`src/shift_reg_pkg.sv`:
```
// Constants, types and register map of the universal shift/storage register
package shift_reg_pkg;

  localparam int unsigned WIDTH = 8;
  localparam int unsigned ADDR_W = 12;
  localparam int unsigned DATA_W = 32;

  // Mode codes, indexed as {mode_select_high, mode_select_low}
  localparam logic [1:0] MODE_HOLD = 2'h0;
  localparam logic [1:0] MODE_LEFT = 2'h1;
  localparam logic [1:0] MODE_RIGHT = 2'h2;
  localparam logic [1:0] MODE_LOAD = 2'h3;

  // Register byte offsets
  localparam logic [ADDR_W-1:0] OFF_DATA = 12'h000;
  localparam logic [ADDR_W-1:0] OFF_CTRL = 12'h004;
  localparam logic [ADDR_W-1:0] OFF_STATUS = 12'h008;

  // Field positions
  localparam int unsigned CTRL_CLEAR_BIT = 0;
  localparam int unsigned STAT_MODE_LSB = 0;
  localparam int unsigned STAT_DRIVE_BIT = 2;
  localparam int unsigned STAT_CLOCK_BIT = 3;

  // Reset values
  localparam logic [WIDTH-1:0] BITS_RST = 8'h00;
  localparam logic CLOCK_LEVEL_RST = 1'h1;
  localparam logic [DATA_W-1:0] WORD_ZERO = 32'h00000000;

  typedef enum logic [0:0] {AP_IDLE, AP_ANS} apb_phase_t;

  typedef struct packed {
    logic psel;
    logic penable;
    logic pwrite;
    logic [ADDR_W-1:0] paddr;
    logic [DATA_W-1:0] pwdata;
  } apb_req_t;

  typedef struct packed {
    logic [DATA_W-1:0] prdata;
    logic pready;
    logic pslverr;
  } apb_rsp_t;

  typedef struct packed {
    apb_phase_t phase;
    logic clock_level;
    logic [WIDTH-1:0] bits;
    apb_rsp_t rsp;
  } state_t;

endpackage : shift_reg_pkg

```
`src/shift_storage_reg.sv`:
```
// Universal shift/storage register with three-state parallel port and APB view
module shift_storage_reg (
  input wire logic CLK, // System clock, 10 MHz
  input wire logic RST_B, // Chip reset, active low, async
  input wire logic SHIFT_CLOCK, // Shift clock, acts on its rise
  input wire logic MODE_SELECT_LOW, // Mode select, low bit
  input wire logic MODE_SELECT_HIGH, // Mode select, high bit
  input wire logic MASTER_CLEAR_N, // Master clear, active low, async
  input wire logic RIGHT_SHIFT_SERIAL_IN, // Serial in for right shift
  input wire logic LEFT_SHIFT_SERIAL_IN, // Serial in for left shift
  input wire logic PORT_ENABLE_A_N, // Parallel enable A, active low
  input wire logic PORT_ENABLE_B_N, // Parallel enable B, active low
  input wire logic [7:0] PAR_IN, // Parallel pins, input side
  output logic [7:0] PAR_OUT, // Parallel pins, output side
  output logic [7:0] PAR_OE, // Parallel pins, drive enable
  output logic LOW_END_SERIAL_OUT, // Serial out, bit 0
  output logic HIGH_END_SERIAL_OUT, // Serial out, bit 7
  input wire logic PSEL, // APB select
  input wire logic PENABLE, // APB enable
  input wire logic PWRITE, // APB direction
  input wire logic [11:0] PADDR, // APB byte address
  input wire logic [31:0] PWDATA, // APB write data
  output logic [31:0] PRDATA, // APB read data
  output logic PREADY, // APB ready
  output logic PSLVERR // APB error
);

  logic raw_rst_n;
  logic [1:0] rst_sync_q;
  logic rst_n;
  shift_reg_pkg::state_t s_q;
  shift_reg_pkg::state_t s_d;
  shift_reg_pkg::apb_req_t req;
  logic [1:0] mode;
  logic rise;
  logic drive;
  logic clr_now;

  // Address decode used by the error answer and its check; the read mux decodes the address itself
  function automatic logic addr_known(input logic [shift_reg_pkg::ADDR_W-1:0] a);
    addr_known = (a == shift_reg_pkg::OFF_DATA) || (a == shift_reg_pkg::OFF_CTRL) ||
                 (a == shift_reg_pkg::OFF_STATUS);
  endfunction : addr_known

  // Read mux; control reads as zero because its clear bit self-clears
  function automatic logic [shift_reg_pkg::DATA_W-1:0] read_word(
    input logic [shift_reg_pkg::ADDR_W-1:0] a,
    input logic [shift_reg_pkg::WIDTH-1:0] b,
    input logic [1:0] m,
    input logic d,
    input logic c
  );
    logic [shift_reg_pkg::DATA_W-1:0] w;
    w = shift_reg_pkg::WORD_ZERO;
    if (a == shift_reg_pkg::OFF_DATA) begin
      w[shift_reg_pkg::WIDTH-1:0] = b;
    end else if (a == shift_reg_pkg::OFF_STATUS) begin
      w[shift_reg_pkg::STAT_MODE_LSB +: 2] = m;
      w[shift_reg_pkg::STAT_DRIVE_BIT] = d;
      w[shift_reg_pkg::STAT_CLOCK_BIT] = c;
    end
    read_word = w;
  endfunction : read_word

  // Either reset pin clears at once; release is resynchronised to CLK
  assign raw_rst_n = RST_B & MASTER_CLEAR_N;

  // Reset synchroniser, asserts asynchronously, releases after two edges
  always_ff @(posedge CLK or negedge raw_rst_n) begin
    if (!raw_rst_n) begin
      rst_sync_q <= 2'h0;
    end else begin
      rst_sync_q <= {rst_sync_q[0], 1'h1};
    end
  end

  assign rst_n = rst_sync_q[1];

  // Bus request bundled for the decode below; one driver for the whole carrier
  assign req = '{
    psel: PSEL,
    penable: PENABLE,
    pwrite: PWRITE,
    paddr: PADDR,
    pwdata: PWDATA
  };

  // Mode pins and shift clock rise; clock level starts high so no false edge at release
  assign mode = {MODE_SELECT_HIGH, MODE_SELECT_LOW};
  assign rise = !s_q.clock_level && SHIFT_CLOCK;

  // Parallel drive: both enables low and not in load mode
  assign drive = !PORT_ENABLE_A_N && !PORT_ENABLE_B_N && (mode != shift_reg_pkg::MODE_LOAD);

  // Software clear takes effect at the completing edge of a control write
  assign clr_now = (s_q.phase == shift_reg_pkg::AP_ANS) && req.psel && req.penable && req.pwrite &&
                   (req.paddr == shift_reg_pkg::OFF_CTRL) && req.pwdata[shift_reg_pkg::CTRL_CLEAR_BIT];

  // Next state: storage update, then bus slave
  always_comb begin
    s_d = s_q;
    s_d.clock_level = SHIFT_CLOCK;
    // Enables are not consulted here, so floated pins keep working internally
    if (rise) begin
      case (mode)
        shift_reg_pkg::MODE_HOLD: begin
          s_d.bits = s_q.bits;
        end
        shift_reg_pkg::MODE_RIGHT: begin
          s_d.bits = {s_q.bits[shift_reg_pkg::WIDTH-2:0], RIGHT_SHIFT_SERIAL_IN};
        end
        shift_reg_pkg::MODE_LEFT: begin
          s_d.bits = {LEFT_SHIFT_SERIAL_IN, s_q.bits[shift_reg_pkg::WIDTH-1:1]};
        end
        shift_reg_pkg::MODE_LOAD: begin
          s_d.bits = PAR_IN;
        end
        default: begin
          s_d.bits = s_q.bits;
        end
      endcase
    end
    // Answer is prepared in the setup cycle, so every access has no wait state
    case (s_q.phase)
      shift_reg_pkg::AP_IDLE: begin
        if (req.psel && !req.penable) begin
          s_d.phase = shift_reg_pkg::AP_ANS;
          s_d.rsp.pready = 1'h1;
          s_d.rsp.pslverr = !addr_known(req.paddr) || (req.pwrite && (req.paddr != shift_reg_pkg::OFF_CTRL));
          s_d.rsp.prdata = req.pwrite ? shift_reg_pkg::WORD_ZERO :
                           read_word(req.paddr, s_q.bits, mode, drive, s_q.clock_level);
        end
      end
      shift_reg_pkg::AP_ANS: begin
        if (req.psel && req.penable) begin
          s_d.phase = shift_reg_pkg::AP_IDLE;
          s_d.rsp.pready = 1'h0;
          s_d.rsp.pslverr = 1'h0;
          s_d.rsp.prdata = shift_reg_pkg::WORD_ZERO;
        end
      end
      default: begin
        s_d.phase = shift_reg_pkg::AP_IDLE;
      end
    endcase
    // Clear beats a shift edge arriving in the same cycle
    if (clr_now) begin
      s_d.bits = shift_reg_pkg::BITS_RST;
    end
  end

  // State register; reset clears storage without waiting for a clock
  always_ff @(posedge CLK or negedge rst_n) begin
    if (!rst_n) begin
      s_q.phase <= shift_reg_pkg::AP_IDLE;
      s_q.clock_level <= shift_reg_pkg::CLOCK_LEVEL_RST;
      s_q.bits <= shift_reg_pkg::BITS_RST;
      s_q.rsp <= '0;
    end else begin
      s_q <= s_d;
    end
  end

  // Outputs straight from the state flops
  assign PAR_OUT = s_q.bits;
  assign LOW_END_SERIAL_OUT = s_q.bits[0];
  assign HIGH_END_SERIAL_OUT = s_q.bits[shift_reg_pkg::WIDTH-1];
  assign PRDATA = s_q.rsp.prdata;
  assign PREADY = s_q.rsp.pready;
  assign PSLVERR = s_q.rsp.pslverr;

  // Enable per pin; kept unregistered so floating follows the pins at once
  genvar gi;
  generate
    for (gi = 0; gi < shift_reg_pkg::WIDTH; gi++) begin : g_pin_oe
      assign PAR_OE[gi] = drive;
    end
  endgenerate
endmodule : shift_storage_reg

```
`config.mk`:
```
export PLATFORM = sky130hd
export DESIGN_NAME = shift_storage_reg
export DESIGN_NICKNAME = d
export VERILOG_FILES = /design/src/shift_reg_pkg.sv /design/src/shift_storage_reg.sv
export SDC_FILE = /design/constraint.sdc
export NUM_CORES = 1
export LEC_CHECK = 0
export ABC_CLOCK_PERIOD_IN_PS = 1600
export BUFFER_PORTS_ARGS = -buffer_cell sky130_fd_sc_hd__buf_2
export CAP_MARGIN = 20
export CORE_MARGIN = 3
export CORE_UTILIZATION = 40
export DETAILED_ROUTE_END_ITERATION = 8
export PLACE_DENSITY = 0.92
export SLEW_MARGIN = 0
export SYNTH_ARGS = -nofsm -noshare
export SYNTH_HDL_FRONTEND = slang
export SYNTH_SLANG_ARGS = --single-unit
export TNS_END_PERCENT = 100
```
`constraint.sdc`:
```
create_clock -name CLK -period 1.6 [get_ports CLK]
set_input_delay 0.16 -clock CLK [delete_from_list [all_inputs] [get_ports CLK]]
set_output_delay 0.16 -clock CLK [all_outputs]
set_load 0.01 [all_outputs]
```
==> results of run 1 <==
timing repair:
action | in CTS | in global routing
hold buffers | 3 | 0
hold endpoints to repair | 3 | 0
resized for setup | 0 | 0
stage by stage:
stage	area, um^2	hold slack, ns	setup slack, ns	std cells
3_5_place_dp	1642	0.05610	0.1780	245
3_3_place_gp	1642	0.05171	0.2109	245
2_1_floorplan	1617	-0.03373	0.2354	185
5_1_grt	1743	0.1613	0.1548	252
6_report	1743	0.1443	0.1908	252
4_1_cts	1743	0.1465	0.1985	252
routing by layer:
layer / wire, um / GRT usage / up-vias
met4: 97 / 0.07444 / 0
li1: - / - / 560
met3: 341 / 0.04269 / 11
met5: 0 / 0 / -
met2: 1742 / 0.2661 / 58
met1: 1196 / 0.1655 / 525
worst min path at each step:
stage / startpoint / slack, ns / cells after the start / to
finish: PSEL / 0.14 / 2 / flop
global route: PSEL / 0.16 / 2 / flop
CTS: PSEL / 0.15 / 2 / flop
detailed placement: MASTER_CLEAR_N / 0.06 / 2 / rst_sync_q[0]
global placement: MASTER_CLEAR_N / 0.05 / 2 / rst_sync_q[0]
floorplan: MASTER_CLEAR_N / -0.03 / 1 / rst_sync_q[0]
layout make-up:
class	instances	area share
Clock inverter	1	0.01723
Tap cell	46	0.03302
Sequential cell	22	0.3166
Timing Repair Buffer	70	0.2182
Clock buffer	3	0.02369
Multi-Input combinational cell	110	0.3912
registers in the layout, indices dropped and copies added (netlist names), named ones only:
signal,count
PREADY,1
PSLVERR,1
PAR_OUT,8
PRDATA,8
rst_sync_q,2
s_q,1
power breakdown:
group	total (uW)	leakage (uW)	switching [uW]	internal, uW
clock network	526	0.0000357	192	335
registers	762	0.000272	118	644
logic	499	0.000607	278	222
total	1790	0.000914	588	1200
critical path: stages:
cell and delay [ns]:
dlygate4sd3_1 0.52, buf_2 0.12, nor3b_1 0.23, buf_4 0.24
mux2i_1 0.23, nor2_1 0.07
cells in the final DEF (no fill, tap or decap), drive strengths merged:
cell	n
nor3b	1
nor2b	2
clkbuf	3
a21oi	8
xnor2	1
nor2	19
dfstp	1
a211oi	1
nor4	4
and2	1
mux2i	20
bufinv	1
nor3	2
nand2	10
a22o	4
o21ai	6
nand4	1
conb	25
nand3	2
dfrtp	21
mux2	1
nand2b	1
o21a	1
buf	67
dlygate4sd3	3
kinds of logic (layout without fill, tap and decap cells):
kind of cell | count (synthesis) | count (layout) | synth area share
xor gates and xnor gates | 1 | 1 | 0.005725
muxes | 21 | 21 | 0.1382
AOI/OAI and AO/OA | 20 | 20 | 0.07850
and+or+nand+nor | 43 | 43 | 0.1619
buffers and inverters | 53 | 74 | 0.2502
DFF | 22 | 22 | 0.3606
other | 2 | 25 | 0.004908
==> impl_summary.txt, run 1 <==
----------------------------------------------------
[Setup path]
  Register-to-Register Setup Slack ... 0.33 ns
  First element of the critical path ... SHIFT_CLOCK
  Worst Reg-to-Reg Cells ... 4
  CP required ... about 1.8 ns
  Category of the worst setup path launch point ... primary input
  End of the critical path ... PAR_OUT[1]
  Worst Path Arrival ... around 1.6 ns
  Critical path fanouts, max ... 8
  Worst setup path class ... primary input to flop
  Critical Path Sink Type ... flop
  Critical register-to-register path startpoint ... s_q[42]
  Worst r2r dst ... PAR_OUT[1]

[Clocking]
  Post-CTS Setup Repair Bufs ... 0
  Clock tree from TritonCTS ... built
  Clock transition time at the flip-flop clock pins of the worst setup and hold paths ... approximately 0.090 ns
  Number of buffers inserted during clock tree synthesis ... 3
  Depth of the CTS H-tree ... 1
  Max Root-Sink Buffers ... 2
  Latest clock arrival within the worst-skew pair ... about 0.27 ns
  Library cell used as clock root buffer ... clkbuf_8
  Sinks on Clock Net ... 22

[Floorplan]
  Number of placed I/O pins ... 117
  Initial core utilization ... 0.4379
  Placeable core area ... about 3500 um^2
  Die outline area ... roughly 4600 um^2
  Die outline height ... slightly below 70 um
  Die Width ... 67.85 um
  Standard-cell row count ... 21

[Final layout]
  Layout area overhead ... 13.90%
  Antenna Diode Count ... 0
  Final Core Density ... 0.4987
  Net total in the final layout ... 272
  Fraction of layout instances using a drive strength above 1 ... 0.3786
  # fillers ... ~330
  Sequential cell area in the final layout ... approximately 550 um^2
  Multi-input gate area in the final layout ... ~680 um^2

[Power and ir drop]
  Pleak ... 0.0009141 uW
  Power per unit of standard cell area ... 1026 nW/um^2
  Max IR drop VDD ... 0.0004257 V
  Tot Pwr ... between 1500 and 2000 uW

[Drt]
  Detailed router's first-iteration violation count ... 57
  Average routed wire per standard cell ... 13.40 um
  Average via count per standard cell ... 4.579
  Via total after detailed routing ... between 1000 and 1500
  Post-detailed-route count of antenna-violating nets ... 0
  Number of DRC violations after detailed routing ... 0
  Pre-Repair DR Iteration Count ... 5
  Post-detailed-routing wire length ... around 3.4 mm

[Logic synthesis]
  Area of the mapped netlist ... 1530 um^2
  Synth Instances ... around 160
  Yosys synthesis warning count ... 0
  Cell variety after synth ... 27
  Share of Yosys cell area claimed by the top area cell type ... 0.3434
  Most frequent cell after synthesis ... buf_4
  Prevailing post-synth register cell ... dfrtp_1
  Total of flip-flops plus latches after synthesis ... 22
  Async set-reset flop share out of synthesis ... 1.000
  Fraction of the yosys area taken by sequential cells ... 0.3606
  Post-synthesis area per instance ... between 9 and 10 um^2
  Most common library cells after synthesis ... 48 x buf_4, 21 x dfrtp_1, 20 x mux2i_1, 19 x nor2_1, 10 x nand2_1
  Cell types with the largest area share after synthesis ... dfrtp_1 34%, buf_4 24%, mux2i_1 13%, nor2_1 4.7%, nor4_4 4.2%
  Number of flops mapped to enable cells by yosys ... 0
  Dominant cell type by area after synthesis ... dfrtp_1

[GRT]
  Antenna violations before repair ... 0
  Global-route total usage across every layer ... 0.1510
  Total grt overflow ... 0
  Global-route wire length before repair ... 5.168 mm
  Largest net degree at the start of global routing ... 21
  Vias in the first global route ... 1122

[Timing]
  Final period demand of the worst path ... around 1.4 ns
  Unrepaired setup endpoints after global routing ... no
  Final hold violations ... 0
  Number of pins exceeding their max-slew limit in the final report ... 0
  Achievable frequency ... 0.7096 GHz
  Clock Skews ... 0.006669 ns
  Setup total negative slack ... 0 ns
  Final number of setup-violating endpoints ... 0
  Fraction of the cycle the final worst path needs ... 0.8807

[Min path]
  Min-Delay Path Class ... primary input to flop

[Placement]
  PortBufs ... 61
  Detail Placement HPWL ... 2.686 mm
  Last weighted congestion value of the routability-driven placer ... approximately 0.75

[Run]
  Maxcap violations ... 0

[Outcome]
  Result of the run ... finished clean

----------------------------------------------------
No activity file was read; power rests on OpenSTA's default activity.
==> run 2, diff against run 1 <==
ABC_AREA = 1   (was unset)
CORE_UTILIZATION = 41   (was 40)
HOLD_SLACK_MARGIN = 0.03   (was unset)
PLACE_DENSITY = 0.93   (was 0.92)
==> run 2 against run 1 <==
  * Sequential power down 12%
  * Total power down 13%
  * Non-clock buffer count down 4
  * Final cell count up 27%
  * Count of clock-buffer cells in the layout unchanged
  * Area after synthesis up 6.7%
  * Core utilization down 1.5 points
  * First-iteration DRC count up 39%
  * Sequential share of layout area down 1.2 points
  * Synthesized cell count up 43%
  * Critical endpoint is now PAR_OUT[3]
  * Critical path type unchanged
  * Flip-flop and latch count unchanged
  * Final area up 3.9%
==> impl_summary.txt, run 2 <==
----------------------------------------------------
[Logic synthesis]
  Most frequent cell after synthesis ... nand2_1
  Share of Yosys cell area claimed by the top area cell type ... 0.3218
  Dominant cell type by area after synthesis ... dfrtp_1
  Prevailing post-synth register cell ... dfrtp_1
  Synth Instances ... ~230
  Async set-reset flop share out of synthesis ... 1.000
  Number of flops mapped to enable cells by yosys ... 0
  Post-synthesis area per instance ... about 7 um^2
  Yosys synthesis warning count ... 0
  Total of flip-flops plus latches after synthesis ... 22
  Cell variety after synth ... 22
  Cell types with the largest area share after synthesis ... dfrtp_1 32%, buf_4 23%, nand2_1 13%, nor2_1 6.9%, inv_1 6.0%
  Fraction of the yosys area taken by sequential cells ... 0.3379
  Most common library cells after synthesis ... 56 x nand2_1, 49 x buf_4, 30 x nor2_1, 26 x inv_1, 21 x dfrtp_1
  Area of the mapped netlist ... roughly 1600 um^2

[Final layout]
  Antenna Diode Count ... 0
  Sequential cell area in the final layout ... roughly 550 um^2
  Final Core Density ... 0.4836
  Net total in the final layout ... about 340
  # fillers ... roughly 390
  Multi-input gate area in the final layout ... between 600 and 700 um^2
  Fraction of layout instances using a drive strength above 1 ... 0.2857
  Layout area overhead ... 10.88%
  Most common cell after layout, fill and taps aside ... buf_2
  Leading cell types in the layout, fill and taps excluded ... 61 x buf_2, 56 x nand2_1, 30 x nor2_1

[Setup path]
  Worst setup path class ... primary input to flop
  Critical path fanouts, max ... 16
  Worst Path Arrival ... around 1.6 ns
  Critical Path Sink Type ... flop
  Register-to-Register Setup Slack ... roughly 0.28 ns
  Category of the worst setup path launch point ... primary input
  CP required ... about 1.8 ns
  Critical register-to-register path startpoint ... s_q[42]
  Worst Reg-to-Reg Cells ... 7
  Worst r2r dst ... PAR_OUT[3]

[Clocking]
  Depth of the CTS H-tree ... 1
  Clock transition time at the flip-flop clock pins of the worst setup and hold paths ... roughly 0.080 ns
  Number of buffers inserted during clock tree synthesis ... 3
  Clock tree from TritonCTS ... built
  Latest clock arrival within the worst-skew pair ... around 0.26 ns
  Post-cts sizing count ... 0
  Sinks on Clock Net ... 22
  Library cell used as clock root buffer ... clkbuf_8
  Max Root-Sink Buffers ... 2

[Floorplan]
  Die outline area ... 4776 um^2
  Number of placed I/O pins ... 117
  Placeable core area ... between 3000 and 4000 um^2
  Initial core utilization ... 0.4362
  Die outline height ... between 60 and 70 um
  Standard-cell row count ... 22
  Die Width ... ~69 um

[Power and ir drop]
  Switching power ... ~460 uW
  Portion of total power attributed to the clock network ... 0.326
  Internal Dissipation ... between 1000 and 1500 uW
  Switch share ... 0.2967
  Max IR drop VDD ... ~0.00075 V
  Portion of total power attributed to sequential cells ... 0.434
  Pleak ... between 0.001 and 0.0015 uW
  Comb pwr share ... 0.240
  Power per unit of standard cell area ... between 800 and 900 nW/um^2

[Outcome]
  Result of the run ... finished clean

[Timing]
  Achievable frequency ... 0.6940 GHz
  Fraction of the cycle the final worst path needs ... 0.9006
  Unrepaired setup endpoints after global routing ... no
  Final hold violations ... 0
  Setup total negative slack ... 0 ns
  Clock Skews ... approximately 0.0017 ns
  Final period demand of the worst path ... approximately 1.4 ns
  Final number of setup-violating endpoints ... 0
  Number of pins exceeding their max-slew limit in the final report ... 0

[GRT]
  Largest net degree at the start of global routing ... 21
  Antenna violations before repair ... 0
  Global-route total usage across every layer ... 0.1383
  Global-route wire length before repair ... 5.492 mm
  Total grt overflow ... 0
  Vias in the first global route ... about 1300

[Drt]
  Pre-Repair DR Iteration Count ... 4
  Average routed wire per standard cell ... roughly 11 um
  Post-detailed-route count of antenna-violating nets ... 0
  Detailed router's first-iteration violation count ... between 70 and 80
  Post-detailed-routing wire length ... 3.527 mm
  Number of DRC violations after detailed routing ... 0
  Average via count per standard cell ... around 4.4
  Via total after detailed routing ... between 1000 and 1500

[Placement]
  Detail Placement HPWL ... between 2 and 3 mm
  PortBufs ... approximately 60
  Last weighted congestion value of the routability-driven placer ... 0.8428

[Run]
  Maxcap violations ... 0

[Min path]
  Min-Delay Path Class ... primary input to flop
  Hold Path Cell Cnt ... 2
  Launch point of the worst hold path ... PSEL

----------------------------------------------------
-- run 2: final cells by class --
class	count	area share
clock buffers	3	0.02281
clock inverters	1	0.01659
inverters	28	0.05943
multi-input cells	153	0.3697
flip-flops and latches	22	0.3048
well taps	48	0.03317
repair buffers	66	0.1935
-- run 2: power by group through the flow --
stage | sequential [uW] | combinational [uW] | clock, uW
floorplan | 682 | 322 | 0
global placement | 682 | 352 | 0
detailed placement | 683 | 366 | 0
CTS | 673 | 375 | 514
global route | 683 | 415 | 537
finish | 674 | 372 | 507
-- run 2: kinds of logic (layout without fill, tap and decap cells) --
family                 count (synthesis)  after routing  synth area share
other                                  2             25          0.004599
AOI/OAI and AO/OA                     20             20           0.07510
and+or+nand+nor                      108            108            0.2774
DFF                                   22             22            0.3379
buffers and inverters                 79             98            0.3050
-- run 2: critical path, stage by stage --
cell and delay (ns):
dlygate4sd3_1 0.51, buf_2 0.12, nand2_1 0.08, a21oi_4 0.33, o21ai_0 0.17, nor2_1 0.12, nor2_1 0.05, nor2_1 0.09
-- run 2: what timing repair did --
action,CTS,global route
endpoints found under the hold margin,3,0
hold buffers,3,0
buffers inserted,0,0
-- run 2: worst max path at each step --
stage	from	to	slack [ns]
floorplan	s_q[42]	PAR_OUT[6]	0.44
global placement	s_q[42]	PAR_OUT[6]	0.37
detailed placement	MODE_SELECT_LOW	PAR_OUT[3]	0.30
CTS	SHIFT_CLOCK	PAR_OUT[3]	0.16
global route	SHIFT_CLOCK	PAR_OUT[5]	0.01
finish	SHIFT_CLOCK	PAR_OUT[3]	0.16
-- run 2: routing by layer --
layer | part of all wire | wire length (um) | vias to the layer above | global-route usage
li1 | - | - | 723 | -
met2 | 0.53 | 1854 | 63 | 0.2521
met3 | 0.061 | 214 | 10 | 0.03207
met1 | 0.39 | 1368 | 629 | 0.1581
met4 | 0.026 | 90 | 0 | 0.04338
met5 | 0 | 0 | - | 0
-- run 2: per-stage QoR --
| stage | instance area, um^2 | hold WS, ns | total power [uW] | instances | worst slack (ns) |
|---|---|---|---|---|---|
| floorplan | 1719 | -0.06155 | 1004 | 254 | 0.4415 |
| global placement | 1709 | 0.02644 | 1034 | 314 | 0.3706 |
| detailed placement | 1709 | 0.03404 | 1049 | 314 | 0.3005 |
| CTS | 1810 | 0.1264 | 1562 | 321 | 0.1577 |
| global route | 1810 | 0.1325 | 1636 | 321 | 0.01491 |
| finish | 1810 | 0.1287 | 1553 | 321 | 0.1590 |
==> run 3, diff against run 2 <==
RECOVER_POWER = 25   (was unset)
==> run 3 against run 2 <==
  * Clock power is essentially flat
  * Combinational power about the same
  * Sequential power is essentially flat
  * Die area did not move
  * Via count shrank 0.35%
  * Critical endpoint unchanged
  * Global-route usage did not move
  * Critical path depth is the same
  * Worst hold slack hardly changed
  * Register-to-register slack about the same
  * Count of clock-buffer cells in the layout unchanged
  * Largest cell class unchanged
  * Final cell count unchanged
  * First-iteration DRC count did not move
==> impl_summary.txt, run 3 (same netlist as run 2, synthesis figures left out) <==
----------------------------------------------------
[Clocking]
  Max Root-Sink Buffers ... 2
  Post-CTS Setup Repair Bufs ... 0
  Library cell used as clock root buffer ... clkbuf_8
  Sinks on Clock Net ... 22
  Clock tree from TritonCTS ... built
  Latest clock arrival within the worst-skew pair ... 0.26 ns
  Depth of the CTS H-tree ... 1
  Clock transition time at the flip-flop clock pins of the worst setup and hold paths ... 0.08 ns
  Number of buffers inserted during clock tree synthesis ... 3
  Post-cts sizing count ... 0

[Floorplan]
  Standard-cell row count ... 22
  Die outline area ... between 4000 and 5000 um^2
  Die Width ... just under 70 um
  Placeable core area ... ~3700 um^2
  Number of placed I/O pins ... 117
  Die outline height ... 69.11 um
  Initial core utilization ... 0.4362

[GRT]
  Antenna violations before repair ... 0
  Global-route total usage across every layer ... 0.1383
  Global-route wire length before repair ... 5.492 mm
  Met2 track demand over resource in global routing ... 0.2521
  Vias in the first global route ... between 1000 and 1500
  Layer with the highest usage after global routing ... met2
  Total grt overflow ... 0
  Largest net degree at the start of global routing ... 21
  Grt met1 use ... 0.1581
  Global routing usage on met3 ... 0.03207

[Min path]
  Min-Delay Path Class ... primary input to flop
  Launch point of the worst hold path ... PSEL

[Final layout]
  Fraction of layout instances using a drive strength above 1 ... 0.2821
  Leading cell types in the layout, fill and taps excluded ... 61 x buf_2, 56 x nand2_1, 30 x nor2_1
  Layout area overhead ... 10.65%
  Antenna Diode Count ... 0
  Most common cell after layout, fill and taps aside ... buf_2
  Net total in the final layout ... between 300 and 400
  Final Core Density ... 0.4826

[Timing]
  Fraction of the cycle the final worst path needs ... 0.9004
  Final hold violations ... 0
  Transition time of the tightest slew-check pin ... 1.036 ns
  Achievable frequency ... between 0.6 and 0.7 GHz
  Relative max-transition margin ... 0.3092
  Unrepaired setup endpoints after global routing ... no
  Final period demand of the worst path ... between 1 and 1.5 ns
  Final number of setup-violating endpoints ... 0
  Clock Skews ... ~0.0011 ns
  Setup total negative slack ... 0 ns
  Number of pins exceeding their max-slew limit in the final report ... 0

[Setup path]
  Critical Path Sink Type ... flop
  First element of the critical path ... SHIFT_CLOCK
  Worst setup path class ... primary input to flop
  Critical path fanouts, max ... 16
  CP required ... roughly 1.8 ns
  Worst Path Arrival ... around 1.6 ns
  Category of the worst setup path launch point ... primary input
  Critical register-to-register path startpoint ... s_q[42]
  Register-to-Register Setup Slack ... about 0.28 ns

[Placement]
  PortBufs ... slightly above 60
  Last weighted congestion value of the routability-driven placer ... 0.8428
  Detail Placement HPWL ... 2.844 mm

[Run]
  Maxcap violations ... 0

[Drt]
  Via total after detailed routing ... 1420
  Post-detailed-route count of antenna-violating nets ... 0
  Average via count per standard cell ... 4.424
  Number of DRC violations after detailed routing ... 0
  Average routed wire per standard cell ... around 11 um
  Detailed router's first-iteration violation count ... ~80
  Pre-Repair DR Iteration Count ... 4
  Post-detailed-routing wire length ... 3.540 mm

[Power and ir drop]
  Power per unit of standard cell area ... around 860 nW/um^2
  Max IR drop VDD ... around 0.00075 V
  Pleak ... between 0.001 and 0.0015 uW

[Outcome]
  Result of the run ... finished clean

----------------------------------------------------
[run 3: cell types whose count changed in the layout (fill, tap and decap cells not counted)]
cell	change
clkbuf_1	+1
buf_4	-1
[run 3: final cells by class]
| type | count | area (um^2) |
|---|---|---|
| Fill cell | 387 | 1937 |
| Multi-Input combinational cell | 153 | 669.4 |
| Sequential cell | 22 | 551.8 |
| Timing Repair Buffer | 66 | 346.6 |
| Inverter | 28 | 107.6 |
| Tap cell | 48 | 60.06 |
| Clock buffer | 3 | 41.29 |
| Clock inverter | 1 | 30.03 |
[run 3: what timing repair did]
action,in CTS,in global routing
setup endpoints to repair,0,0
endpoints found under the hold margin,3,0
hold buffers,3,0
[run 3: stage by stage]
stage          std cells  setup slack [ns]  power (uW)  area [um^2]  hold slack, ns
3_5_place_dp         314            0.3005        1049         1709         0.03404
4_1_cts              321            0.1577        1562         1810          0.1264
5_1_grt              321           0.01491        1635         1807          0.1325
2_1_floorplan        254            0.4415        1004         1719        -0.06155
3_3_place_gp         314            0.3706        1034         1709         0.02644
6_report             321            0.1594        1553         1807          0.1286
[run 3: worst paths after layout]
kind,endpoint,depth (start not counted)
min in group asynchronous,rst_sync_q[1],4
hold / removal,flop,2
setup reg to reg,PAR_OUT[3],7
hold reg to reg,rst_sync_q[1],0
setup / recovery,PAR_OUT[3],8
max in group asynchronous,PRDATA[3],1
[run 3: power by group]
group,switching [uW],total (uW),internal [uW]
registers,61.8,674,613
logic,226,371,145
clock network,174,508,334
[run 3: critical path, stage by stage]
cell and delay (ns):
dlygate4sd3_1 0.51, buf_2 0.12, nand2_1 0.08, a21oi_4 0.33, o21ai_0 0.17, nor2_1 0.11
nor2_1 0.05, nor2_1 0.10
[run 3: layer usage]
metal,share of wire,vias to the layer above
met1,0.39,630
met4,0.025,0
met2,0.53,57
met5,0,-
li1,-,723
met3,0.060,10
